### config.mk
export PLATFORM = sky130hd
export DESIGN_NAME = cpsw_status
export DESIGN_NICKNAME = d
export VERILOG_FILES = /design/src/design/cpsw_pkg.sv /design/src/design/cpsw_dmem_gate.sv /design/src/design/cpsw_status.sv
export SDC_FILE = /design/constraint.sdc
export NUM_CORES = 1
export LEC_CHECK = 0
export BUFFER_PORTS_ARGS = -buffer_cell sky130_fd_sc_hd__buf_2
export CELL_PAD_IN_SITES_DETAIL_PLACEMENT = 1
export CELL_PAD_IN_SITES_GLOBAL_PLACEMENT = 1
export CORE_MARGIN = 2
export CORE_UTILIZATION = 28
export DETAILED_ROUTE_END_ITERATION = 16
export GPL_ROUTABILITY_DRIVEN = 0
export MAX_ROUTING_LAYER = met4
export PLACE_DENSITY = 0.88
export SLEW_MARGIN = 30
export SYNTH_ARGS = -nofsm -noshare
export SYNTH_HDL_FRONTEND = slang
export SYNTH_HIERARCHICAL = 1
export SYNTH_SLANG_ARGS = --single-unit
### constraint.sdc
create_clock -name pclk -period 1.4 [get_ports pclk]
set_input_delay 0.14 -clock pclk [delete_from_list [all_inputs] [get_ports pclk]]
set_output_delay 0.14 -clock pclk [all_outputs]
set_load 0.05 [all_outputs]
### src/design/cpsw_pkg.sv
// constants, field layout and carriers for the processor status word block
package cpsw_pkg;
    // -------------------------------------------------------------
    // register map (byte addresses)
    // -------------------------------------------------------------
    localparam int unsigned APB_AW = 12;
    localparam logic [11:0] OFF_STATUS = 12'h000;
    localparam logic [11:0] OFF_CARRY = 12'h004;
    localparam logic [11:0] OFF_BANK = 12'h008;

    // -------------------------------------------------------------
    // status word layout
    // -------------------------------------------------------------
    localparam int unsigned STATUS_W = 8;
    localparam int unsigned C_BIT = 7;
    localparam int unsigned SC_LSB = 4;
    localparam int unsigned SC_W = 3;
    localparam int unsigned IS_LSB = 2;
    localparam int unsigned IS_W = 2;
    localparam int unsigned MEM_EN_BIT = 1;
    localparam int unsigned REG_EN_BIT = 0;
    // carry position in the single-bit access register
    localparam int unsigned BIT_ACC_POS = 0;
    localparam logic [2:0] SC_RESET = 3'h0;
    localparam logic [1:0] IS_RESET = 2'h0;
    localparam logic MEM_EN_RESET = 1'b0;
    localparam logic REG_EN_RESET = 1'b0;
    localparam logic CARRY_COLD = 1'b0;
    localparam int unsigned BANK_W = 4;
    localparam logic [3:0] BANK_ZERO = 4'h0;

    // service level encodings
    typedef enum logic [1:0] {
        SVC_ALL = 2'h0,
        SVC_HIGH_ONLY = 2'h1,
        SVC_NONE = 2'h2,
        SVC_UNDEF = 2'h3
    } cpsw_svc_e;

    // -------------------------------------------------------------
    // data memory windows
    // -------------------------------------------------------------
    localparam int unsigned DADDR_W = 12;
    localparam logic [11:0] LOW_WIN_MAX = 12'h07F;
    localparam logic [11:0] HIGH_WIN_MIN = 12'hF80;
    localparam logic [3:0] FULL_BANK_MAX = 4'h4;
    localparam logic [3:0] IO_BANK = 4'hF;

    typedef struct packed {
        logic valid;
        logic [11:0] addr;
    } cpsw_dmem_req_s;

    typedef struct packed {
        logic grant;
        logic fault;
    } cpsw_dmem_rsp_s;

    // access window decode, shared by the gate and its checks
    function automatic logic in_window(input logic mem_en, input logic [11:0] addr);
        logic [3:0] bank;
        bank = addr[11:8];
        if (mem_en) begin
            in_window = (bank <= FULL_BANK_MAX) || (bank == IO_BANK);
        end else begin
            in_window = (addr <= LOW_WIN_MAX) || (addr >= HIGH_WIN_MIN);
        end
    endfunction
endpackage

### src/design/cpsw_dmem_gate.sv
// data memory access window gate
`timescale 1ns/10ps
`default_nettype none
module cpsw_dmem_gate (
    input wire logic pclk,
    input wire logic presetn,
    input wire logic mem_en,
    input wire cpsw_pkg::cpsw_dmem_req_s req,
    output cpsw_pkg::cpsw_dmem_rsp_s rsp
);
    wire logic ok;
    cpsw_pkg::cpsw_dmem_rsp_s rsp_next;

    assign ok = cpsw_pkg::in_window(mem_en, req.addr);
    assign rsp_next = '{grant: req.valid && ok, fault: req.valid && !ok};

    always_ff @(posedge pclk or negedge presetn) begin
        if (!presetn) begin
            rsp <= '0;
        end else begin
            rsp <= rsp_next;
        end
    end
endmodule // cpsw_dmem_gate
`default_nettype wire

### src/design/cpsw_status.sv
// processor status word register bank with apb access
`timescale 1ns/10ps
`default_nettype none
// What this block does
// - carry shows overflow or borrow of arithmetic
// - skip flags read only, software writes ignored
// - one service level encoding selects high-priority only
// - bank flag clear: narrow data memory window
// - bank flag set: banks 0-4 and 15
// - reset in power-down keeps carry value
// - carry only through single-bit access register
module cpsw_status (
    input wire logic pclk,
    input wire logic presetn,
    input wire logic [11:0] paddr,
    input wire logic psel,
    input wire logic penable,
    input wire logic pwrite,
    input wire logic [31:0] pwdata,
    output logic [31:0] prdata,
    output logic pready,
    output logic pslverr,
    input wire logic alu_carry_we,
    input wire logic alu_carry,
    input wire logic skip_we,
    input wire logic [2:0] skip_flags_in,
    input wire logic bank_sel_we,
    input wire logic [3:0] bank_sel_in,
    input wire logic power_down,
    input wire cpsw_pkg::cpsw_dmem_req_s dmem_req,
    output cpsw_pkg::cpsw_dmem_rsp_s dmem_rsp,
    output logic [1:0] service_level_field,
    output logic service_high_only,
    output logic [3:0] working_bank
);
    // ---------------------------------------------------------------
    // state
    // ---------------------------------------------------------------
    logic carry_reg;
    logic carry_next;
    logic [2:0] sc_reg;
    logic [1:0] is_reg;
    logic mem_en_reg;
    logic reg_en_reg;
    logic [3:0] bank_sel_reg;
    logic first_reg;
    logic pd_last_reg;
    logic [31:0] prdata_next;

    // ---------------------------------------------------------------
    // apb decode
    // ---------------------------------------------------------------
    // zero wait states: pready is registered straight from setup
    wire logic setup = psel && !penable;
    wire logic wr_done = psel && penable && pready && pwrite;
    wire logic hit_status = (paddr == cpsw_pkg::OFF_STATUS);
    wire logic hit_carry = (paddr == cpsw_pkg::OFF_CARRY);
    wire logic hit_bank = (paddr == cpsw_pkg::OFF_BANK);
    wire logic unmapped = !(hit_status || hit_carry || hit_bank);
    wire logic wr_status = wr_done && hit_status;
    wire logic wr_carry = wr_done && hit_carry;
    wire logic [cpsw_pkg::STATUS_W-1:0] status_view = {carry_reg, sc_reg, is_reg, mem_en_reg, reg_en_reg};
    wire logic [3:0] bank_next = reg_en_reg ? bank_sel_reg : cpsw_pkg::BANK_ZERO;

    // read data captured in setup, so it stands through the access phase
    always_comb begin
        prdata_next = '0;
        if (hit_status) begin
            prdata_next[cpsw_pkg::STATUS_W-1:0] = status_view;
        end else if (hit_carry) begin
            prdata_next[cpsw_pkg::BIT_ACC_POS] = carry_reg;
        end else if (hit_bank) begin
            prdata_next[cpsw_pkg::BANK_W-1:0] = bank_next;
        end
    end

    always_ff @(posedge pclk or negedge presetn) begin
        if (!presetn) begin
            pready <= 1'b0;
            pslverr <= 1'b0;
            prdata <= '0;
        end else begin
            pready <= setup;
            pslverr <= setup && unmapped;
            prdata <= setup ? prdata_next : '0;
        end
    end

    // ---------------------------------------------------------------
    // carry flag
    // ---------------------------------------------------------------
    // no async reset here: the value must survive a reset taken in power-down
    always_ff @(posedge pclk) begin
        pd_last_reg <= first_reg ? pd_last_reg : power_down;
    end

    // high through reset and at the first edge after it
    always_ff @(posedge pclk or negedge presetn) begin
        if (!presetn) begin
            first_reg <= 1'b1;
        end else begin
            first_reg <= 1'b0;
        end
    end

    always_comb begin
        carry_next = carry_reg;
        if (first_reg) begin
            carry_next = pd_last_reg ? carry_reg : cpsw_pkg::CARRY_COLD;
        end else if (alu_carry_we) begin
            carry_next = alu_carry;
        end else if (wr_carry) begin
            carry_next = pwdata[cpsw_pkg::BIT_ACC_POS];
        end
    end

    always_ff @(posedge pclk) begin
        carry_reg <= carry_next;
    end

    // ---------------------------------------------------------------
    // remaining fields
    // ---------------------------------------------------------------
    always_ff @(posedge pclk or negedge presetn) begin
        if (!presetn) begin
            sc_reg <= cpsw_pkg::SC_RESET;
            is_reg <= cpsw_pkg::IS_RESET;
            mem_en_reg <= cpsw_pkg::MEM_EN_RESET;
            reg_en_reg <= cpsw_pkg::REG_EN_RESET;
            bank_sel_reg <= cpsw_pkg::BANK_ZERO;
        end else begin
            if (skip_we) begin
                sc_reg <= skip_flags_in;
            end
            if (wr_status) begin
                is_reg <= pwdata[cpsw_pkg::IS_LSB +: cpsw_pkg::IS_W];
                mem_en_reg <= pwdata[cpsw_pkg::MEM_EN_BIT];
                reg_en_reg <= pwdata[cpsw_pkg::REG_EN_BIT];
            end
            if (bank_sel_we) begin
                bank_sel_reg <= bank_sel_in;
            end
        end
    end

    // ---------------------------------------------------------------
    // outputs to the core
    // ---------------------------------------------------------------
    always_ff @(posedge pclk or negedge presetn) begin
        if (!presetn) begin
            service_level_field <= cpsw_pkg::IS_RESET;
            service_high_only <= 1'b0;
            working_bank <= cpsw_pkg::BANK_ZERO;
        end else begin
            service_level_field <= is_reg;
            service_high_only <= (is_reg == cpsw_pkg::SVC_HIGH_ONLY);
            working_bank <= bank_next;
        end
    end

    cpsw_dmem_gate u_gate (
        .pclk(pclk),
        .presetn(presetn),
        .mem_en(mem_en_reg),
        .req(dmem_req),
        .rsp(dmem_rsp)
    );
endmodule // cpsw_status
`default_nettype wire

# Yosys cells after proc, flatten, opt, wreduce, memory -nomap -nowiden
# Index checks and enable logic that the tools add are counted.
# word_totals
inputBits,74
elab_cells,55
reg_bits,33
# classes
muxes,12
magnitude_cmp,3
n_eq_ne,5
n_reduce_logical,19
# ops
op,count
4-bit two-way mux,4
12-bit by 3-bit equality test with 1-bit output (second input constant),1
12-bit by 4-bit equality test with 1-bit output (second input constant),1
12-bit >= comparator (second input constant),1
12-bit by 7-bit less-or-equal comparator with 1-bit output (second input constant),1
12-bit zero test,1
1-bit logical AND,9
8-bit two-way mux,1
1-bit two-way mux,6
4-bit equality test (second input constant),1
4-bit by 3-bit less-or-equal comparator with 1-bit output (second input constant),1
1-bit logical OR,4
1-bit zero test,3
3-bit two-way mux,1
3-bit nonzero test,1
2-bit by 1-bit equality test with 1-bit output (second input constant),1
2-bit inequality test (second input constant),1
2-bit AND reduction,1

# Longest topological paths before layout
# depth
depth_word,7
ltp_mapped,4

# Hierarchy
# Netlist, hierarchy kept.
# by_module_without_submodules
module,area_per_inst_um2,seq_area_each_um2,n_inst,cells_each
cpsw_status,1423.9,787.0,1,106
cpsw_dmem_gate,111.4,50.0,1,11

# Worst setup path before layout
# No wires, ideal clock.
# synth_timing
path_type,register to register
start,reg pready
end,reg is_reg[0]
slack_ns,-0.160
path_stages_with_launch,4
required_ns,1.275
setup_ns,0.125
t_arrival_ns,1.436
n_path_buf,0
synth_period_minus_slack_ns,1.560
cell_sequence,dfrtp_1 > and4_1 > and4_4 > mux2_2
# synth_between
elab_chain_cells,3
# synth_lines
item,line_no,text
from (decl),cpsw_status.sv:21,"output logic pready,"
from (signal assigned),cpsw_status.sv:83,pready <= setup;
1-bit logical AND (2 in series),cpsw_status.sv:55,wire logic wr_done = psel && penable && pready && pwrite;
1-bit logical AND,cpsw_status.sv:60,wire logic wr_status = wr_done && hit_status;
to (signal assigned),cpsw_status.sv:127,is_reg <= cpsw_pkg::IS_RESET;
to (signal assigned),cpsw_status.sv:136,is_reg <= pwdata[cpsw_pkg::IS_LSB +: cpsw_pkg::IS_W];
to (decl),cpsw_status.sv:42,logic [1:0] is_reg;
# No other way between the ends.
# A chain may end at the register's enable or synchronous reset.

# Worst setup path after layout
# layout_timing
start,reg pready
end,reg is_reg[1]
# Same word-level chain as after synthesis.

==> reports/qor.csv <==
metric,value,unit
fin_crit,1270,ps
required,1570,ps
numClockSinks,33,
htreeDepth,2,
total_power,2.02,mW
grt_pass1_vias,1047,
ctsResizeCount,0,
drt_iter0_drc,63,
globalRouteOverflowTotal,0,
fp.dieArea,0.00609,mm2
cts.root.buffer_cell,clkbuf_8,
die_y,78.0,um
fin_hold_ws,33.5,ps
largest_reg_flops,8,
dr.pass1.iters,4,
wl,3110,um
clk_path_buf_depth,2,
wl_met2,1570,um
postSynthAreaPerCell,13.1,um2
yosys_warnings,6,
grt_pass1_wl,4950,um
crit_path_start_kind,flop,
critPathMaxStageDelay,350,ps
final_nets,259,
path_cells,"and4_1, and4_4, mux2_2",
antenna_found_initial,0,
clock_latency,290,ps
wl_met3,283,um
max_freq,790,MHz
final_core_util,0.374,
diodes,0,
path_max_fanout,4,
path_clk_slew,60,ps
drt-vias-per-instance,4.05,
grt_max_degree,32,
start_util,0.295,
holdBufCountCts,1,
final_cells,256,
worst_pin_slew,671,ps
fin_skew,2.98,ps
multi_input_area,599,um2
regArea,838,um2
nFillCells,613,
ant_nets,0,
ys_seq_area_frac,0.545,
rsz0062_at_grt,no,
grt_usage,0.114,
cts_tree,built,
drc,0,
met1_length,1160,um
critical_path_class,flop to flop,
min_path_type,primary input to flop,
place_inst,247,
synth_cell_types,29,
coreArea,0.00520,mm2
end_kind,flop,
ys_seq_elements,33,
hold_viol_final,0,
total_leakage_power,1.01,nW
numCtsBuffers,5,
place_hpwl,2500,um
rows,26,
io_buffer_count,57,
crit_slowest_cell,dfrtp_2,
vias,1038,
area_growth,26.9,%
drive_gt1_frac,0.495,
p_per_area,1040,mW/mm2
peakVddDrop,321,uV
synth_cells,117,
post-cts-setup-buffers,0,
syn-cell-area,0.00154,mm2
drt-wirelength-per-cell,12.2,um
setup_viol,0,
finalMaxSlewViolations,0,
routed.top_layer,met4,
die-width,78.0,um
io_pins,117,
slew_headroom,0.553,
status,completed,
min_period_over_period,0.904,
arrival,1440,ps
max_cap_viol_count,0,
stage by stage:
step | worst slack, ps | instance area, um2 | setup TNS (ps)
finish | 134 | 1950 | 0
global route | 97.8 | 1950 | 0
CTS | 115 | 1950 | 0
detailed placement | 19.5 | 1860 | 0
global placement | 62.4 | 1860 | 0
floorplan | -20.1 | 1630 | -80.4
critical path: cells and delay by family, from the launching register on:
kind	cells	cell delay [ps]
flops	1	350
simple gates	2	460
mux	1	340
kinds of logic after synthesis:
logic type / synth area share
DFF: 0.545
other: 0.00244
buffers and inverters: 0.128
muxes: 0.113
and+or+nand+nor: 0.183
AOI/OAI and AO/OA: 0.0285
Yosys cell counts, drive strengths merged:
cell type,instances,area (um2)
nor3,4,20.0
o21ai,2,10.0
and2,5,31.3
inv,2,7.51
nor4b,5,75.1
o31a,1,8.76
a2bb2oi,1,8.76
mux2i,5,50.1
o21a,1,7.51
nor4,3,48.8
and4,2,20.0
o41ai,1,8.76
edfxtp,2,60.1
nor2,5,18.8
nand4,3,33.8
nor3b,1,7.51
dfrtp,30,751
conb,1,3.75
nand3,1,5.00
buf,25,185
nor2b,2,12.5
nand2,2,7.51
clkbuf,1,3.75
mux2,11,124
dfstp,1,26.3
report_power, final:
part	switching, mW	total (mW)	leakage [nW]	internal, mW
Combinational	0.243	0.334	0.532	0.0910
Sequential	0.0139	1.01	0.428	0.996
Clock	0.333	0.677	0.0450	0.344
Total	0.590	2.02	1.01	1.43
cell type report:
cell class | instances | share of cell area
Sequential cell | 33 | 0.430
Multi-Input combinational cell | 80 | 0.308
Timing Repair Buffer | 63 | 0.171
Tap cell | 70 | 0.0450
Clock buffer | 6 | 0.0373
Clock inverter | 2 | 0.00514
Inverter | 2 | 0.00385
placed cells by master, fill, tap and decap left out, types with 2 or more instances in the layout:
master    count
buf_2        57
dfrtp_1      29
conb_1       25
mux2_2       11
nor2_1        5
nor4b_2       5
and2_1        5
mux2i_1       5
clkbuf_8      5
buf_4         5
nor3_1        4
nor2b_1       2
nor4_4        2
inv_1         2
nand2_1       2
nand4_1       2
o21ai_0       2
edfxtp_1      2
clkinv_2      2
per-layer routing:
| layer | vias up | GRT usage |
|---|---|---|
| li1 | 500 | - |
| met1 | 479 | 0.115 |
| met2 | 50 | 0.186 |
| met3 | 9 | 0.0517 |
| met4 | 0 | 0.0579 |
| met5 | - | - |
final timing paths:
path,start,endpoint,slack [ps],cells after the start
worst min-delay path,power_down,pd_last_reg$_DFFE_PN_,30,1
min in group asynchronous,presetn,prdata[3]$_DFF_PN0_,430,2
worst max-delay path,pready$_DFF_PN0_,is_reg[1]$_DFFE_PN0P_,130,3
worst max register to register,pready$_DFF_PN0_,is_reg[1]$_DFFE_PN0P_,130,3
max in group asynchronous,presetn,pready$_DFF_PN0_,500,2
worst min register to register,is_reg[0]$_DFFE_PN0P_,service_level_field[0]$_DFF_PN0_,420,0
No activity file was read; power rests on OpenSTA's default activity.
